### config.mk
export PLATFORM = sky130hd
export DESIGN_NAME = dpram_port_host
export DESIGN_NICKNAME = d
export VERILOG_FILES = /design/src/dpram_host_pkg.sv /design/src/dpram_port_host.sv
export SDC_FILE = /design/constraint.sdc
export NUM_CORES = 1
export LEC_CHECK = 0
export ABC_AREA = 1
export BUFFER_PORTS_ARGS = -buffer_cell sky130_fd_sc_hd__buf_2
export CAP_MARGIN = 20
export CORE_AREA = 5 5 73 125
export CTS_CLUSTER_DIAMETER = 200
export DETAILED_ROUTE_END_ITERATION = 12
export DIE_AREA = 0 0 78 130
export HOLD_SLACK_MARGIN = 0.15
export PLACE_DENSITY = 0.87
export RECOVER_POWER = 100
export SYNTH_ARGS = -nofsm -noshare
export SYNTH_HDL_FRONTEND = slang
export SYNTH_SLANG_ARGS = --single-unit
### constraint.sdc
create_clock -name clock -period 4 [get_ports clock]
set_input_delay 0.4 -clock clock [delete_from_list [all_inputs] [get_ports clock]]
set_output_delay 0.4 -clock clock [all_outputs]
set_load 0.02 [all_outputs]
### src/dpram_host_pkg.sv
// Constants, timing counts and state codes for the dual-port RAM port controller
// How it works
// - A write ends when write strobe rises while the port or semaphore select is still low.
// - A read is held long enough for data written by the far port to flow through.
// - Reads assert port or semaphore select and output enable together and wait the access delay.
// - Write strobe waits the settle time; array writes also wait until busy shows no contention.
// - Semaphore access: semaphore select low, port select high, three address bits used.
package dpram_host_pkg;

    localparam int CLOCK_PERIOD_NS = 25;
    localparam int ACCESS_NS = 25;
    localparam int SETUP_NS = 15;
    localparam int WRITE_PULSE_NS = 20;
    localparam int SETTLE_NS = 20;
    localparam int RECOVER_NS = 15;
    localparam int FLOW_NS = 20;
    localparam int SYNC_STAGES = 2;
    localparam int SEM_INDEX_W = 3;
    localparam int CNT_W = 4;

    // Least times round up, never below one cycle
    function automatic int min_cycles(input int ns);
        int c;
        c = (ns + CLOCK_PERIOD_NS - 1) / CLOCK_PERIOD_NS;
        return (c < 1) ? 1 : c;
    endfunction

    localparam int ACCESS_CYC = min_cycles(ACCESS_NS);
    localparam int FLOW_CYC = min_cycles(FLOW_NS);
    localparam int SETTLE_CYC = min_cycles(SETTLE_NS);
    localparam int RECOVER_CYC = min_cycles(RECOVER_NS);
    localparam int PULSE_CYC = (min_cycles(WRITE_PULSE_NS) > min_cycles(SETUP_NS)) ?
        min_cycles(WRITE_PULSE_NS) : min_cycles(SETUP_NS);
    localparam int READ_HOLD_CYC = ACCESS_CYC + FLOW_CYC + SYNC_STAGES;

    typedef enum logic [2:0] {
        ST_IDLE = 3'h0,
        ST_SETTLE = 3'h1,
        ST_STROBE = 3'h3,
        ST_RELEASE = 3'h2,
        ST_RECOVER = 3'h6
    } phase_e;

endpackage

### src/dpram_port_host.sv
// Controller driving one port of an asynchronous dual-port RAM
`timescale 1ns/1ps
module dpram_port_host
    import dpram_host_pkg::*;
#(
    parameter int DATA_W = 18,
    parameter int ADDR_W = 14
)(
    // Clock and reset
    input wire logic clock,
    input wire logic reset_n,
    // Command side
    input wire logic cmd_valid,
    output logic cmd_ready,
    input wire logic cmd_write,
    input wire logic cmd_semaphore,
    input wire logic [ADDR_W-1:0] cmd_addr,
    input wire logic [DATA_W-1:0] cmd_wdata,
    input wire logic [1:0] cmd_lanes,
    // Answer side
    output logic rsp_valid,
    output logic [DATA_W-1:0] rsp_rdata,
    output logic mailbox_pending,
    output logic port_busy,
    // RAM port pins
    output logic select_n,
    output logic write_n,
    output logic read_enable_n,
    output logic semaphore_select_n,
    output logic upper_lane_select_n,
    output logic lower_lane_select_n,
    output logic [ADDR_W-1:0] addr_out,
    output logic [DATA_W-1:0] data_out,
    output logic [DATA_W-1:0] data_oe,
    input wire logic [DATA_W-1:0] data_in,
    input wire logic busy_n_in,
    input wire logic interrupt_n_in
);

    localparam int LOW_W = DATA_W / 2;

    function automatic logic [DATA_W-1:0] lane_mask(input logic [1:0] lanes);
        logic [DATA_W-1:0] m;
        m = '0;
        for (int i = 0; i < DATA_W; i++)
            m[i] = (i < LOW_W) ? lanes[0] : lanes[1];
        return m;
    endfunction

    // ------------------------------------------------------------
    // Pin synchronisers
    // ------------------------------------------------------------
    logic busy_meta_q, busy_free_q, int_meta_q, int_pending_q;
    logic [DATA_W-1:0] data_meta_q, data_sync_q;

    always_ff @(posedge clock)
    begin
        if (!reset_n)
        begin
            busy_meta_q <= 1'b1;
            busy_free_q <= 1'b1;
            int_meta_q <= 1'b1;
            int_pending_q <= 1'b0;
            data_meta_q <= '0;
            data_sync_q <= '0;
        end
        else
        begin
            busy_meta_q <= busy_n_in;
            busy_free_q <= busy_meta_q;
            int_meta_q <= interrupt_n_in;
            int_pending_q <= ~int_meta_q;
            data_meta_q <= data_in;
            data_sync_q <= data_meta_q;
        end
    end

    assign mailbox_pending = int_pending_q;
    assign port_busy = ~busy_free_q;

    // ------------------------------------------------------------
    // Access sequencer
    // ------------------------------------------------------------
    phase_e state_q, state_d;
    logic [CNT_W-1:0] cnt_q, cnt_d;
    logic is_write_q, is_write_d, is_sem_q, is_sem_d;
    logic [1:0] lanes_q, lanes_d;
    logic rsp_valid_q, rsp_valid_d;
    logic [DATA_W-1:0] rdata_q, rdata_d;
    logic sel_n_q, sel_n_d, wr_n_q, wr_n_d, oe_n_q, oe_n_d, sem_n_q, sem_n_d;
    logic up_n_q, up_n_d, lo_n_q, lo_n_d;
    logic [ADDR_W-1:0] addr_q, addr_d;
    logic [DATA_W-1:0] dout_q, dout_d, doe_q, doe_d;

    always_comb
    begin
        state_d = state_q;
        cnt_d = cnt_q;
        is_write_d = is_write_q;
        is_sem_d = is_sem_q;
        lanes_d = lanes_q;
        rsp_valid_d = 1'b0;
        rdata_d = rdata_q;
        sel_n_d = sel_n_q;
        wr_n_d = wr_n_q;
        oe_n_d = oe_n_q;
        sem_n_d = sem_n_q;
        up_n_d = up_n_q;
        lo_n_d = lo_n_q;
        addr_d = addr_q;
        dout_d = dout_q;
        doe_d = doe_q;
        unique case (state_q)
            ST_IDLE:
            begin
                if (cmd_valid)
                begin
                    is_write_d = cmd_write;
                    is_sem_d = cmd_semaphore;
                    lanes_d = cmd_lanes;
                    if (cmd_semaphore)
                    begin
                        // Port select and both lanes stay high during a semaphore cycle
                        addr_d = {{(ADDR_W-SEM_INDEX_W){1'b0}}, cmd_addr[SEM_INDEX_W-1:0]};
                        sem_n_d = 1'b0;
                    end
                    else
                    begin
                        addr_d = cmd_addr;
                        sel_n_d = 1'b0;
                        up_n_d = ~cmd_lanes[1];
                        lo_n_d = ~cmd_lanes[0];
                    end
                    if (cmd_write)
                    begin
                        dout_d = cmd_wdata;
                        doe_d = cmd_semaphore ? {DATA_W{1'b1}} : lane_mask(cmd_lanes);
                        cnt_d = CNT_W'(SETTLE_CYC - 1);
                        state_d = ST_SETTLE;
                    end
                    else
                    begin
                        oe_n_d = 1'b0;
                        cnt_d = CNT_W'(READ_HOLD_CYC - 1);
                        state_d = ST_STROBE;
                    end
                end
            end
            ST_SETTLE:
            begin
                // Strobe held off for the settle count; array writes also wait until busy shows the port free
                if (cnt_q != '0)
                    cnt_d = cnt_q - 1'b1;
                else if (busy_free_q || is_sem_q)
                begin
                    wr_n_d = 1'b0;
                    cnt_d = CNT_W'(PULSE_CYC - 1);
                    state_d = ST_STROBE;
                end
            end
            ST_STROBE:
            begin
                if (is_write_q)
                begin
                    if (cnt_q != '0)
                        cnt_d = cnt_q - 1'b1;
                    else
                    begin
                        wr_n_d = 1'b1;
                        state_d = ST_RELEASE;
                    end
                end
                else if (!busy_free_q && !is_sem_q)
                begin
                    // Lost arbitration: data not trusted, restart the hold
                    cnt_d = CNT_W'(READ_HOLD_CYC - 1);
                end
                else if (cnt_q != '0)
                    cnt_d = cnt_q - 1'b1;
                else
                begin
                    rdata_d = is_sem_q ? data_sync_q : (data_sync_q & lane_mask(lanes_q));
                    rsp_valid_d = 1'b1;
                    oe_n_d = 1'b1;
                    state_d = ST_RELEASE;
                end
            end
            ST_RELEASE:
            begin
                rsp_valid_d = is_write_q;
                sel_n_d = 1'b1;
                sem_n_d = 1'b1;
                up_n_d = 1'b1;
                lo_n_d = 1'b1;
                doe_d = '0;
                cnt_d = CNT_W'(RECOVER_CYC - 1);
                state_d = ST_RECOVER;
            end
            ST_RECOVER:
            begin
                // Gap also gives the semaphore the deselect time before a read-back
                if (cnt_q != '0)
                    cnt_d = cnt_q - 1'b1;
                else
                    state_d = ST_IDLE;
            end
            default:
                state_d = ST_IDLE;
        endcase
    end

    always_ff @(posedge clock)
    begin
        if (!reset_n)
        begin
            state_q <= ST_IDLE;
            cnt_q <= '0;
            is_write_q <= 1'b0;
            is_sem_q <= 1'b0;
            lanes_q <= 2'h0;
            rsp_valid_q <= 1'b0;
            rdata_q <= '0;
            sel_n_q <= 1'b1;
            wr_n_q <= 1'b1;
            oe_n_q <= 1'b1;
            sem_n_q <= 1'b1;
            up_n_q <= 1'b1;
            lo_n_q <= 1'b1;
            addr_q <= '0;
            dout_q <= '0;
            doe_q <= '0;
        end
        else
        begin
            state_q <= state_d;
            cnt_q <= cnt_d;
            is_write_q <= is_write_d;
            is_sem_q <= is_sem_d;
            lanes_q <= lanes_d;
            rsp_valid_q <= rsp_valid_d;
            rdata_q <= rdata_d;
            sel_n_q <= sel_n_d;
            wr_n_q <= wr_n_d;
            oe_n_q <= oe_n_d;
            sem_n_q <= sem_n_d;
            up_n_q <= up_n_d;
            lo_n_q <= lo_n_d;
            addr_q <= addr_d;
            dout_q <= dout_d;
            doe_q <= doe_d;
        end
    end

    assign cmd_ready = (state_q == ST_IDLE);
    assign rsp_valid = rsp_valid_q;
    assign rsp_rdata = rdata_q;
    assign select_n = sel_n_q;
    assign write_n = wr_n_q;
    assign read_enable_n = oe_n_q;
    assign semaphore_select_n = sem_n_q;
    assign upper_lane_select_n = up_n_q;
    assign lower_lane_select_n = lo_n_q;
    assign addr_out = addr_q;
    assign data_out = dout_q;
    assign data_oe = doe_q;
endmodule

==> impl_metrics.csv <==
group,metric,value,unit
die,io_pins,137,
yosys,syn_inst,521,
die,die_x,78,um
route,vias,3453,
flow_run,maxCapViolations,0,
critical_path,path_class,"flip-flop to flip-flop",
timing,drv_slew,0,
timing,hold_viol,0,
yosys,synth_nets,582,
timing,fin_crit_sh,70.5,%
timing,tightest_slew,1040,ps
critical_path,critical_path_required,4260,ps
yosys,yosys_warnings,0,
route,vias_per_cell,4.74,
timing,period_needed,2820,ps
route,dr.pass1.iters,4,
clocking,cts_max_path_buffers,2,
route,drt_wl_total,8.99,mm
yosys,ys_seq_area_share,52.7,%
clocking,htreeDepth,3,
global_routing,grt_pass1_vias,3415,
critical_path,crit_path_end_kind,"flip-flop",
timing,worst_clock_skew,6.64,ps
route,drtAntennaViolNets,0,
timing,rsz0062_at_grt,"no",
placement,pre_cts_slack,1770,ps
yosys,ys_ff_latch,110,
route,avgRoutedWirePerCell,12.4,um
die,core-area,7910,sq um
timing,timing.fmax,355,MHz
critical_path,path_buf_inv,2,
placement,port_buffers,136,
placement,hpwl,6.69,mm
timing,fin_ws,1180,ps
timing,setup_violations,0,
critical_path,crit_arrival,3080,ps
route,drc,0,
layout,drive_above_1_share,16.5,%
die,start_util,52.8,%
yosys,synth.avg_cell_area,8.02,sq um
critical_path,cp_top_family,"simple AND/OR/NAND/NOR gates",
critical_path,crit_path_top_delay_cell,"nor2_1",
global_routing,grt-ovfl-total,0,
layout,finalNonFillerCells,728,
clocking,cts_buffers,9,
power,leakage,2.41,nW
global_routing,grt_first_pass_wirelength,15.1,mm
route,drtIter0Drc,165,
critical_path,slowest_delay,890,ps
global_routing,gr-usage-all-layers,18.2,%
clocking,cts_tree,"yes",
layout,fin_area,4920,sq um
timing,hold_ws,232,ps
timing,slew_headroom,30.7,%
clocking,cts_setup_buffers,0,
global_routing,antenna_found_initial,0,
worst_hold_path,hold_class,"primary input to flip-flop",
clocking,cts.hold.buffers_added,0,
clocking,clkSlewWorstSetupHoldPaths,70,ps
die,fp.dieH,130,um
critical_path,crit_path_start_kind,"flip-flop",
die,std_cell_rows,43,
die,die_area,10100,sq um
outcome,status,"completed",
yosys,synth_area,4180,sq um
critical_path,path_max_fanout,23,
placement,place_inst,712,
global_routing,grt_max_degree,66,
layout,n_antenna_cell,0,
clocking,cts-root-buf,"clkbuf_16",
clocking,cts_sinks,110,
clocking,clock_latency,340,ps
clocking,cts_resized,0,
layout,areaGrowthSynthToFinish,17.7,%
power,power_density,701,nW/um^2
placement,postPlaceCellArea,4740,sq um
timing,fin_tns_setup,0,ps
power,vdd_drop_max,356,uV
yosys,synth_cell_types,32,
critical_path,worstPathCellList,"inv_1, nand2_1, nor2_1, nand2_1, nor2_1, inv_1, o211ai_1",
placement,gp_congestion,0.801,
layout,nNetsFinal,694,
## registers in the layout, summed over array words and instances (netlist names), 2 cells and up
| signal | count |
|---|---|
| data_oe | 2 |
| data_sync_q | 18 |
| addr_out | 14 |
| data_meta_q | 18 |
| state_q | 3 |
| data_out | 18 |
| rsp_rdata | 18 |
| lanes_q | 2 |
| cnt_q | 4 |
## per-layer routing
layer  track usage [%]  vias to the layer above  routed length (um)
met5                 0                        -                   0
met2              32.9                       87                4670
li1                  -                     1814                   -
met3              4.77                       13                 571
met4              8.46                        0                 178
met1              19.6                     1539                3580
## synth_stat cells
library cell	instances	area [sq um]
nor2_8	1	20.0
buf_4	20	150
nor2_1	73	274
ha_1	2	25.0
buf_6	3	33.8
inv_2	6	22.5
inv_1	56	210
nand3_1	16	80.1
nor2_4	2	22.5
inv_4	1	6.26
nor3_1	11	55.1
o21ai_1	19	95.1
buf_2	4	20.0
nand3b_1	3	22.5
nor3_2	10	100
a21oi_1	29	145
o21ai_0	4	20.0
a211oi_1	2	15.0
clkbuf_1	10	37.5
clkinv_2	1	5.00
nand3_2	2	20.0
nand2_4	1	11.3
nand2_2	1	6.26
nand4_1	1	6.26
a21oi_2	9	78.8
o211ai_1	2	15.0
nand2_1	115	432
or2_2	3	18.8
xor2_1	1	8.76
nor2_2	2	12.5
dfxtp_1	110	2200
a31oi_1	1	6.26
## final cells by class
cell class	instances	area (sq um)
fillers	736	2990
flip-flops and latches	110	2200
multi-input cells	310	1460
repair buffers	138	594
inverters	64	244
clock buffers	11	243
well taps	90	113
clock inverters	5	66.3
## worst reg2reg max path: cells and delay by family, from the launching register on
| kind | cells | cell delay [ps] |
|---|---|---|
| AND/OR/NAND/NOR | 4 | 1780 |
| flip-flops | 1 | 390 |
| buffers and inverters | 2 | 380 |
| AO/OA/AOI/OAI | 1 | 200 |
## report_power, final
part / leakage, nW / switching (W) / internal [W]
Clock: 0.154 / 0.000389 / 0.000511
Combinational: 1.35 / 0.000823 / 0.000331
Sequential: 0.902 / 0.000120 / 0.00127
## stage by stage
stage	total power, W	util [%]
6_report	0.00345	62.2
5_1_grt	0.00367	62.2
4_1_cts	0.00355	63.9
3_5_place_dp	0.00265	60.0
3_3_place_gp	0.00261	60.0
2_1_floorplan	0.00240	-
## cells in the final DEF, fill, tap and decap left out
master,count
clkbuf_16,9
inv_4,1
xor2_1,1
nand4_1,1
inv_8,2
nand3_1,17
a21oi_1,29
nor3_1,12
nor3_2,9
nand3_2,1
buf_2,58
o21ai_1,19
nor2_1,75
a211oi_1,2
buf_4,1
clkbuf_8,1
bufinv_16,1
o21ai_0,4
a31oi_1,1
or2_2,3
clkinv_2,2
o211ai_1,2
ha_1,2
clkbuf_1,80
inv_1,58
inv_2,4
dfxtp_1,110
nand3b_1,3
nand2_1,117
clkinv_4,1
a21oi_2,9
nor2_8,1
nor2_2,2
## final timing paths
path                            startpoint                   to  slack, ps  depth (start not counted)
worst max register to register  state_q[1]  upper_lane_select_n       1180                          7
worst min register to register  int_meta_q      mailbox_pending        400                          1
worst min-delay path            data_in[1]       data_meta_q[1]        230                          3
worst max-delay path            state_q[1]  upper_lane_select_n       1180                          7
## cells by family (layout without fill, tap and decap cells)
logic type | after synthesis | after routing | synth area share [%]
flip-flops | 110 | 110 | 52.7
AND/OR/NAND/NOR | 241 | 241 | 25.9
buffers and inverters | 101 | 218 | 11.6
adder cells (fa/ha/maj) | 2 | 2 | 0.599
AO/OA/AOI/OAI | 66 | 66 | 8.98
XOR/XNOR | 1 | 1 | 0.210
(Power assumes the default switching activity.)
